File: config.mk
export PLATFORM = sky130hd
export DESIGN_NAME = rub_uart_rx
export DESIGN_NICKNAME = d
export VERILOG_FILES = /design/src/pkg/rub_pkg.sv /design/src/hdl/rub_rx_fifo.sv /design/src/hdl/rub_uart_rx.sv
export SDC_FILE = /design/constraint.sdc
export NUM_CORES = 1
export LEC_CHECK = 0
export ABC_CLOCK_PERIOD_IN_PS = 3300
export CAP_MARGIN = 30
export CELL_PAD_IN_SITES_DETAIL_PLACEMENT = 1
export CELL_PAD_IN_SITES_GLOBAL_PLACEMENT = 2
export CORE_AREA = 5 5 146 148
export CTS_CLUSTER_SIZE = 24
export DETAILED_ROUTE_END_ITERATION = 12
export DIE_AREA = 0 0 151 153
export DONT_BUFFER_PORTS = 1
export PLACE_DENSITY_LB_ADDON = 0.1
export SLEW_MARGIN = 10
export SYNTH_ARGS = -nofsm -noshare
export SYNTH_HDL_FRONTEND = slang
export SYNTH_SLANG_ARGS = --single-unit
File: constraint.sdc
create_clock -name ref_clk_i -period 3.3 [get_ports ref_clk_i]
set_clock_uncertainty 0.15 [all_clocks]
set_input_delay 0.33 -clock ref_clk_i [delete_from_list [all_inputs] [get_ports ref_clk_i]]
set_output_delay 0.33 -clock ref_clk_i [all_outputs]
set_load 0.05 [all_outputs]
File: src/pkg/rub_pkg.sv
package rub_pkg;

  // register offsets (byte addresses, one word each)
  localparam logic [7:0] OFS_CTRL_STATUS_A = 8'h00;
  localparam logic [7:0] OFS_CTRL_STATUS_B = 8'h04;
  localparam logic [7:0] OFS_CTRL_STATUS_C = 8'h08;
  localparam logic [7:0] OFS_DATA_BUFFER   = 8'h0c;

  // ctrl_status_a fields
  localparam int RX_DONE_POS  = 7;
  localparam int FRAMING_POS  = 4;
  localparam int OVERRUN_POS  = 3;
  localparam int PARITY_POS   = 2;
  // ctrl_status_b fields
  localparam int IRQ_EN_POS   = 7;
  localparam int RX_EN_POS    = 4;
  localparam int RX_NINTH_POS = 1;
  localparam int TX_NINTH_POS = 0;
  // ctrl_status_c fields
  localparam int PAR_EN_POS   = 5;
  localparam int PAR_ODD_POS  = 4;
  localparam int STOP_SEL_POS = 3;
  localparam int SIZE_LSB     = 0;
  localparam int SIZE_W       = 3;

  localparam logic [7:0] CTRL_STATUS_B_RST = 8'h00;
  localparam logic [7:0] CTRL_STATUS_C_RST = 8'h03;

  // character size codes and bit counts
  localparam logic [SIZE_W-1:0] SIZE_FIVE  = 3'h0;
  localparam logic [SIZE_W-1:0] SIZE_EIGHT = 3'h3;
  localparam logic [SIZE_W-1:0] SIZE_NINE  = 3'h7;
  localparam logic [3:0]        BITS_MIN   = 4'h5;
  localparam logic [3:0]        BITS_EIGHT = 4'h8;
  localparam logic [3:0]        BITS_NINE  = 4'h9;

  localparam int   HTRANS_ACT_POS = 1;
  localparam logic HRESP_OKAY     = 1'b0;

  typedef struct packed {
    logic       ninth;
    logic       framing;
    logic       overrun;
    logic       parity;
    logic [7:0] data;
  } rub_entry_t;

  typedef enum logic [4:0] {
    ST_IDLE = 5'b00001,
    ST_DATA = 5'b00010,
    ST_PAR  = 5'b00100,
    ST_STOP = 5'b01000,
    ST_HOLD = 5'b10000
  } rub_state_t;

endpackage

File: src/hdl/rub_rx_fifo.sv
`timescale 1ns/1ps
module rub_rx_fifo
(
  input  wire logic              ref_clk_i,
  input  wire logic              resetn_i,
  input  wire logic              flush_i,
  input  wire logic              push_i,
  input  wire rub_pkg::rub_entry_t push_entry_i,
  input  wire logic              pop_i,
  output rub_pkg::rub_entry_t    head_o,
  output logic [1:0]             count_o,
  output logic                   full_o,
  output logic                   empty_o
);
  import rub_pkg::*;

  localparam logic [1:0] DEPTH = 2'h2;

  rub_entry_t mem_ff [2];
  logic       wr_ptr_ff;
  logic       rd_ptr_ff;
  logic [1:0] cnt_ff;
  logic       do_push;
  logic       do_pop;

  assign empty_o = (cnt_ff == 2'h0);
  assign full_o  = (cnt_ff == DEPTH);
  assign count_o = cnt_ff;
  assign head_o  = mem_ff[rd_ptr_ff];
  assign do_pop  = pop_i & ~empty_o;
  // push while full is allowed when the same cycle frees a slot
  assign do_push = push_i & (~full_o | do_pop);

  always_ff @(posedge ref_clk_i or negedge resetn_i)
  begin
    if (!resetn_i)
    begin
      wr_ptr_ff <= 1'b0;
      rd_ptr_ff <= 1'b0;
      cnt_ff    <= 2'h0;
      mem_ff[0] <= '0;
      mem_ff[1] <= '0;
    end
    else if (flush_i)
    begin
      wr_ptr_ff <= 1'b0;
      rd_ptr_ff <= 1'b0;
      cnt_ff    <= 2'h0;
    end
    else
    begin
      if (do_push)
      begin
        mem_ff[wr_ptr_ff] <= push_entry_i;
        wr_ptr_ff         <= ~wr_ptr_ff;
      end
      if (do_pop)
        rd_ptr_ff <= ~rd_ptr_ff;
      cnt_ff <= cnt_ff + {1'b0, do_push} - {1'b0, do_pop};
    end
  end

endmodule

File: src/hdl/rub_uart_rx.sv
// Function
// - every data read pops the buffer, exposing next frame's ninth bit and errors.
// - the slot just read is free for a new frame one cycle after the read.
// - receive-done flag is one exactly while unread frames are buffered.
// - clearing receiver enable flushes the buffer and drops receive-done.
// - receive-done interrupt requested as long as the flag and its enable are set.
// - framing, overrun, parity flags travel in the buffer with their frame.
// - writes to error flag positions do nothing.
// - error flags never raise an interrupt.
// - framing flag is one when the first stop bit sampled zero.
// - only the first stop bit is checked, whatever the stop bit count.
// - overrun when buffer full, frame waiting and new start bit; waiting frame lost.
// - overrun flag clears when a frame moves into the buffer.
// - parity checked only with parity enable set; odd-select picks the sense.
// - parity compares data bits with the parity bit, result stored with frame.
// - parity flag zero unless checking was on; valid until data read.
// - disabling receiver is immediate, aborts reception, releases the pin.
// - after the first stop bit the frame moves into the buffer.
// - unused upper data bits read as zero for short characters.
// - stop bit voted like others; a zero stop bit marks a framing error.
`timescale 1ns/1ps
module rub_uart_rx
(
  input  wire logic        ref_clk_i,
  input  wire logic        resetn_i,
  input  wire logic        hsel_i,
  input  wire logic [31:0] haddr_i,
  input  wire logic [1:0]  htrans_i,
  input  wire logic        hwrite_i,
  input  wire logic [2:0]  hsize_i,
  input  wire logic [31:0] hwdata_i,
  input  wire logic        hready_i,
  output logic             hreadyout_o,
  output logic             hresp_o,
  output logic [31:0]      hrdata_o,
  input  wire logic        start_det_i,
  input  wire logic        bit_valid_i,
  input  wire logic        bit_value_i,
  output logic             rx_pin_claim_o,
  output logic             tx_ninth_bit_o,
  output logic             rx_done_irq_o
);
  import rub_pkg::*;

  // bus slave
  logic       ap_valid;
  logic       ap_rd;
  logic       ap_rd_data;
  logic [7:0] ap_addr;
  logic       wr_pend_ff;
  logic [7:0] wr_addr_ff;
  logic [7:0] rd_val;
  logic [31:0] hrdata_ff;

  // registers
  logic       irq_en_ff;
  logic       rx_en_ff;
  logic       tx_ninth_ff;
  logic       par_en_ff;
  logic       par_odd_ff;
  logic       stop_sel_ff;
  logic [SIZE_W-1:0] size_ff;
  logic       wr_b;
  logic       wr_c;

  // receiver
  rub_state_t state_ff;
  rub_state_t nxt_state;
  logic [8:0] shift_ff;
  logic [8:0] nxt_shift;
  logic [3:0] bitcnt_ff;
  logic [3:0] nxt_bitcnt;
  logic       par_bit_ff;
  logic       nxt_par_bit;
  logic       ovr_pend_ff;
  logic       nxt_ovr_pend;
  rub_entry_t hold_ff;
  rub_entry_t nxt_hold;
  logic [3:0] nbits;
  logic       last_data;
  rub_entry_t stop_entry;
  rub_entry_t push_entry;
  logic       push;
  logic       overrun_evt;

  // buffer
  rub_entry_t head;
  logic [1:0] fifo_cnt;
  logic       fifo_full;
  logic       fifo_empty;
  logic       rx_done;
  logic [7:0] data_mask;

  assign ap_valid   = hsel_i & htrans_i[HTRANS_ACT_POS] & hready_i;
  assign ap_addr    = haddr_i[7:0];
  assign ap_rd      = ap_valid & ~hwrite_i;
  assign ap_rd_data = ap_rd & (ap_addr == OFS_DATA_BUFFER);
  assign wr_b       = wr_pend_ff & (wr_addr_ff == OFS_CTRL_STATUS_B);
  assign wr_c       = wr_pend_ff & (wr_addr_ff == OFS_CTRL_STATUS_C);

  // zero wait states, always OKAY
  assign hreadyout_o = 1'b1;
  assign hresp_o     = HRESP_OKAY;
  assign hrdata_o    = hrdata_ff;

  assign rx_done        = ~fifo_empty;
  assign rx_done_irq_o  = irq_en_ff & rx_done;
  assign rx_pin_claim_o = rx_en_ff;
  assign tx_ninth_bit_o = tx_ninth_ff;

  assign nbits = (size_ff == SIZE_NINE) ? BITS_NINE :
                 (size_ff <= SIZE_EIGHT) ? BITS_MIN + {1'b0, size_ff} : BITS_EIGHT;
  assign last_data = (bitcnt_ff == nbits - 4'h1);
  assign data_mask = (nbits >= BITS_EIGHT) ? 8'hff : 8'((9'h001 << nbits) - 9'h001);

  // read mux, sampled in the address phase; an immediately preceding write
  // to the same register is not yet visible
  always_comb
  begin
    rd_val = 8'h00;
    if (ap_addr == OFS_CTRL_STATUS_A)
    begin
      rd_val[RX_DONE_POS] = rx_done;
      rd_val[FRAMING_POS] = rx_done & head.framing;
      rd_val[OVERRUN_POS] = rx_done & head.overrun;
      rd_val[PARITY_POS]  = rx_done & head.parity;
    end
    else if (ap_addr == OFS_CTRL_STATUS_B)
    begin
      rd_val[IRQ_EN_POS]   = irq_en_ff;
      rd_val[RX_EN_POS]    = rx_en_ff;
      rd_val[RX_NINTH_POS] = rx_done & head.ninth;
      rd_val[TX_NINTH_POS] = tx_ninth_ff;
    end
    else if (ap_addr == OFS_CTRL_STATUS_C)
    begin
      rd_val[PAR_EN_POS]                   = par_en_ff;
      rd_val[PAR_ODD_POS]                  = par_odd_ff;
      rd_val[STOP_SEL_POS]                 = stop_sel_ff;
      rd_val[SIZE_LSB +: SIZE_W]           = size_ff;
    end
    else if (ap_addr == OFS_DATA_BUFFER)
      rd_val = rx_done ? (head.data & data_mask) : 8'h00;
  end

  always_ff @(posedge ref_clk_i or negedge resetn_i)
  begin
    if (!resetn_i)
    begin
      wr_pend_ff <= 1'b0;
      wr_addr_ff <= 8'h00;
      hrdata_ff  <= 32'h0000_0000;
    end
    else
    begin
      wr_pend_ff <= ap_valid & hwrite_i;
      wr_addr_ff <= ap_addr;
      if (ap_rd)
        hrdata_ff <= {24'h00_0000, rd_val};
    end
  end

  // ctrl_status_a is all read-only: its error positions ignore writes
  always_ff @(posedge ref_clk_i or negedge resetn_i)
  begin
    if (!resetn_i)
    begin
      irq_en_ff   <= CTRL_STATUS_B_RST[IRQ_EN_POS];
      rx_en_ff    <= CTRL_STATUS_B_RST[RX_EN_POS];
      tx_ninth_ff <= CTRL_STATUS_B_RST[TX_NINTH_POS];
      par_en_ff   <= CTRL_STATUS_C_RST[PAR_EN_POS];
      par_odd_ff  <= CTRL_STATUS_C_RST[PAR_ODD_POS];
      stop_sel_ff <= CTRL_STATUS_C_RST[STOP_SEL_POS];
      size_ff     <= CTRL_STATUS_C_RST[SIZE_LSB +: SIZE_W];
    end
    else
    begin
      if (wr_b)
      begin
        irq_en_ff   <= hwdata_i[IRQ_EN_POS];
        rx_en_ff    <= hwdata_i[RX_EN_POS];
        tx_ninth_ff <= hwdata_i[TX_NINTH_POS];
      end
      if (wr_c)
      begin
        par_en_ff   <= hwdata_i[PAR_EN_POS];
        par_odd_ff  <= hwdata_i[PAR_ODD_POS];
        stop_sel_ff <= hwdata_i[STOP_SEL_POS];
        size_ff     <= hwdata_i[SIZE_LSB +: SIZE_W];
      end
    end
  end

  // frame as it stands at the first stop bit; later stop bits never reach here
  always_comb
  begin
    stop_entry         = '0;
    stop_entry.data    = shift_ff[7:0];
    stop_entry.ninth   = shift_ff[8];
    stop_entry.framing = ~bit_value_i;
    stop_entry.overrun = ovr_pend_ff;
    stop_entry.parity  = par_en_ff & (^shift_ff ^ par_bit_ff ^ par_odd_ff);
  end

  assign push       = rx_en_ff & ~fifo_full &
                      (((state_ff == ST_STOP) & bit_valid_i) | (state_ff == ST_HOLD));
  assign push_entry = (state_ff == ST_HOLD) ? hold_ff : stop_entry;
  assign overrun_evt = (state_ff == ST_HOLD) & fifo_full & start_det_i;

  always_comb
  begin
    nxt_state    = state_ff;
    nxt_shift    = shift_ff;
    nxt_bitcnt   = bitcnt_ff;
    nxt_par_bit  = par_bit_ff;
    nxt_hold     = hold_ff;
    nxt_ovr_pend = ovr_pend_ff;
    if (push)
      nxt_ovr_pend = 1'b0;
    case (state_ff)
      ST_IDLE:
        if (start_det_i)
        begin
          nxt_state  = ST_DATA;
          nxt_shift  = 9'h000;
          nxt_bitcnt = 4'h0;
        end
      ST_DATA:
        if (bit_valid_i)
        begin
          nxt_shift[bitcnt_ff] = bit_value_i;
          nxt_bitcnt           = bitcnt_ff + 4'h1;
          if (last_data)
            nxt_state = par_en_ff ? ST_PAR : ST_STOP;
        end
      ST_PAR:
        if (bit_valid_i)
        begin
          nxt_par_bit = bit_value_i;
          nxt_state   = ST_STOP;
        end
      ST_STOP:
        if (bit_valid_i)
        begin
          nxt_hold  = stop_entry;
          nxt_state = fifo_full ? ST_HOLD : ST_IDLE;
        end
      ST_HOLD:
        if (start_det_i)
        begin
          // the waiting frame is dropped when no slot freed in time
          if (overrun_evt)
            nxt_ovr_pend = 1'b1;
          nxt_state  = ST_DATA;
          nxt_shift  = 9'h000;
          nxt_bitcnt = 4'h0;
        end
        else if (!fifo_full)
          nxt_state = ST_IDLE;
      default:
        nxt_state = ST_IDLE;
    endcase
    if (!rx_en_ff)
    begin
      nxt_state    = ST_IDLE;
      nxt_ovr_pend = 1'b0;
    end
  end

  always_ff @(posedge ref_clk_i or negedge resetn_i)
  begin
    if (!resetn_i)
    begin
      state_ff    <= ST_IDLE;
      shift_ff    <= 9'h000;
      bitcnt_ff   <= 4'h0;
      par_bit_ff  <= 1'b0;
      hold_ff     <= '0;
      ovr_pend_ff <= 1'b0;
    end
    else
    begin
      state_ff    <= nxt_state;
      shift_ff    <= nxt_shift;
      bitcnt_ff   <= nxt_bitcnt;
      par_bit_ff  <= nxt_par_bit;
      hold_ff     <= nxt_hold;
      ovr_pend_ff <= nxt_ovr_pend;
    end
  end

  rub_rx_fifo u_fifo
  (
    .ref_clk_i    (ref_clk_i),
    .resetn_i     (resetn_i),
    .flush_i      (~rx_en_ff),
    .push_i       (push),
    .push_entry_i (push_entry),
    .pop_i        (ap_rd_data),
    .head_o       (head),
    .count_o      (fifo_cnt),
    .full_o       (fifo_full),
    .empty_o      (fifo_empty)
  );
endmodule

==> summary.md <==
| Metric | Value |
|---|---|
| Commonest cells in the netlist | dfrtp_1 (83), o21ai_0 (50), nor2_1 (40) |
| Area of the die | around 0.023 sq mm |
| DRT Wirelength | ~14 mm |
| FF-to-FF End | hrdata_o[3]$_DFFE_PN0P_ |
| Max_cap viols | 0 |
| Total of fill cells in the finished design | 2292 |
| Async set-reset flop share out of synthesis | 1.00 |
| Setup TNS | 0 ps |
| Initial antenna violation count | 0 |
| Hold-critical path depth | 1 |
| Chip Height | around 150 um |
| VDD IR max | 0.213 mV |
| Worst setup SP type | flop |
| Largest fanout on the critical path | 5 |
| Worst path required time | between 3000 and 4000 ps |
| Pwr Total | 2.55 mW |
| Fin crit period | 3030 ps |
| Final Max Tran Viols | 0 |
| N_diodes | 0 |
| Slew @ Worst Pin | about 750 ps |
| Std cell rows | 52 |
| 1st-iter DRT viols | slightly above 70 |
| Via density per instance | roughly 4.5 |
| Util after Layout | 0.280 |
| Worst path max stage delay | 600 ps |
| IO Port Bufs | 0 |
| Crit end category | flop |
| Die width | 151 um |
| Static leakage | around 2.3 nW |
| Worst-path clk slew | about 60 ps |
| Area leader, netlist | dfrtp_1 |
| Seq/Total Area, Yosys | 0.446 |
| Dominant synthesized flop cell | dfrtp_1 |
| Pint | ~1.8 mW |
| Status | finished, final reports clean |
| Hold violation count in the final report | 0 |
| Hold Crit Class | input port to flop |
| H-Tree Depth | 3 |
| Hold wc startpoint | start_det_i |
| Max_slew headroom | 0.501 |
| First-pass GRT wire length | approximately 22 mm |
| Vias | between 3000 and 4000 |
| Max Used Layer | met4 |
| PwrDens | 457 mW/mm^2 |
| CTS Buf Count | 9 |
| Post-synth EDFFs | 0 |
| Area share of the largest cell type after synthesis | 0.430 |
| Top post-synthesis cells by area | dfrtp_1 (43%), mux2_2 (5.6%), o21ai_0 (5.2%) |
| Clock Power Share | 0.415 |
| Mapped cell area | between 0.004 and 0.005 sq mm |
| Worst Setup Path Type | flop to flop |
| Net Sw Power | roughly 0.72 mW |
| Largest net degree at the start of global routing | between 80 and 90 |
| Worst path slowest cell | dfstp_2 |
| Num Clock Sinks | 86 |
| Sw frac | 0.282 |
| RSZ-0062 raised after global routing | false |
| Antenna Nets Post-Route | 0 |
| Synth Area per Inst | 9.87 sq um |
| Crit path DAT | between 3000 and 4000 ps |
| Clk buf depth | 2 |
| Worst Reg2Reg Path Length in Cells | 11 |
| Gate Count Post-Synth | just under 500 |
| DRC | 0 |
| Clk_lat worst skew | 340 ps |
| # IOs | between 100 and 150 |
| Seq cells post-synth | 86 |
| Flop pwr share | 0.445 |
| Final Setup Violations | 0 |
| CTS tree | yes |
| Total grt overflow | 0 |
| Final worst path period share | 0.919 |
| Total GRT Usage | 0.122 |
| M1 WL | approximately 6.4 mm |
| Initial Utilization | 0.243 |
| Core Footprint | around 0.02 sq mm |
| Met3 Wirelength | around 540 um |
| R2R Setup Slk | 270 ps |
| Hold_ws | between 20 and 25 ps |
| Post-DP HPWL | 9.96 mm |
| Layout cells sized above 1 | 0.138 |
| Crit-path cells | ha_2 > ha_1 > nor2_1 > nor2_1 > nand2_1 > ha_1 > or2_2 > or3_1 > a311oi_1 > o21ai_0 > nand2_1 |
| R2r startpoint | size_ff[1]$_DFFE_PN1P_ |
| Nets | roughly 600 |
| Met2 WL | approximately 6.5 mm |
| CTS root buf | clkbuf_16 |
| Synth warn | 0 |
| Number of setup buffers added after CTS | 0 |
| Hold endpoint | state_ff[1]$_DFFE_PN0P_ |
| Synth unique cells | 61 |
| Area growth, synth to finish | 15.3% |
| Drt pass-1 iters | 4 |
| Number of global-route vias before repair | around 3800 |
| WL/cell | approximately 17 um |
| Max frequency | 330 MHz |
| Count leader, synth | dfrtp_1 |
| GPL Wtd Cong | 0.739 |
| Comb pwr share | 0.140 |
-- layout by cell type (no fill, tap or decap), types with 9 or more instances in the layout --
cell type      instances
nand3_1               11
nor2_1                40
xnor2_1               17
clkbuf_16              9
conb_1                26
dfrtp_1               83
buf_4                  9
ha_1                  14
nand2_1               38
o21ai_0               50
dlygate4sd3_1         21
mux2_2                24
a21oi_1               36
inv_1                 19
mux2i_1               23
-- critical path: cells and delay by family, from the launching register on --
| kind | cells | cell delay (ps) |
|---|---|---|
| and+or+nand+nor | 6 | 1030 |
| adders and majority gates | 3 | 690 |
| DFF | 1 | 600 |
| AOI/OAI and AO/OA | 2 | 480 |
-- cell type report --
| cell class | count | area (sq um) | share of cell area |
|---|---|---|---|
| timing repair buffer | 31 | 305 | 0.0548 |
| multi-input combinational | 362 | 2400 | 0.431 |
| clock inverter | 4 | 45.0 | 0.00808 |
| inverter | 19 | 71.3 | 0.0128 |
| tap | 270 | 338 | 0.0606 |
| clock buffer | 12 | 256 | 0.0460 |
| sequential | 86 | 2160 | 0.387 |
-- worst max path at each step --
stage | startpoint | end | depth (start not counted)
4_1_cts | size_ff[1]$_DFFE_PN1P_ | hrdata_o[6]$_DFFE_PN0P_ | 11
5_1_grt | size_ff[1]$_DFFE_PN1P_ | hrdata_o[3]$_DFFE_PN0P_ | 11
3_5_place_dp | size_ff[1]$_DFFE_PN1P_ | hrdata_o[6]$_DFFE_PN0P_ | 11
2_1_floorplan | size_ff[0]$_DFFE_PN1P_ | hrdata_o[4]$_DFFE_PN0P_ | 12
6_report | size_ff[1]$_DFFE_PN1P_ | hrdata_o[3]$_DFFE_PN0P_ | 11
3_3_place_gp | size_ff[1]$_DFFE_PN1P_ | hrdata_o[3]$_DFFE_PN0P_ | 11
-- logic make-up (layout without fill, tap and decap cells) --
kind of cell    Yosys count  after routing  synth area share
buf+inv                  66             66            0.0766
compound gates          123            123             0.157
flops                    86             86             0.446
fa+ha+maj                15             15            0.0388
xor+xnor                 23             23            0.0417
other cells               2             26           0.00155
simple gates            128            128             0.135
mux                      47             47             0.104
-- flip-flops by register name, indices dropped and copies added (netlist names), 2 cells and up --
name            count
wr_addr_ff          8
size_ff             3
shift_ff            9
u_fifo.count_o      2
hold_ff            12
hrdata_o            8
u_fifo.mem_ff      24
bitcnt_ff           4
state_ff            5
-- metal layers --
| layer | global-route usage | vias up |
|---|---|---|
| li1 | - | 1695 |
| met1 | 0.164 | 1741 |
| met2 | 0.198 | 52 |
| met3 | 0.0243 | 13 |
| met4 | 0.0380 | 0 |
| met5 | 0 | - |
-- power by group through the flow --
stage                     Sequential (mW)  Combinational [mW]  Clock (mW)
after global routing                 1.14               0.400        1.15
after global placement               1.15               0.312           0
after detailed placement             1.15               0.314           0
final                                1.13               0.358        1.06
after floorplan                      1.14               0.278           0
after CTS                            1.13               0.366        1.10
-- through the flow --
stage	std cells	worst slack, ps	area (sq um)
2_1_floorplan	514	414	4920
3_3_place_gp	746	256	5030
3_5_place_dp	746	193	5030
4_1_cts	784	154	5570
5_1_grt	784	39.8	5570
6_report	784	269	5570
-- timing repair --
action	4_1_cts	5_1_grt
hold buffers	22	0
endpoints found under the hold margin	109	0
resized for setup	0	1
endpoints found under the setup margin	0	2
No activity file was read; power rests on OpenSTA's default activity.
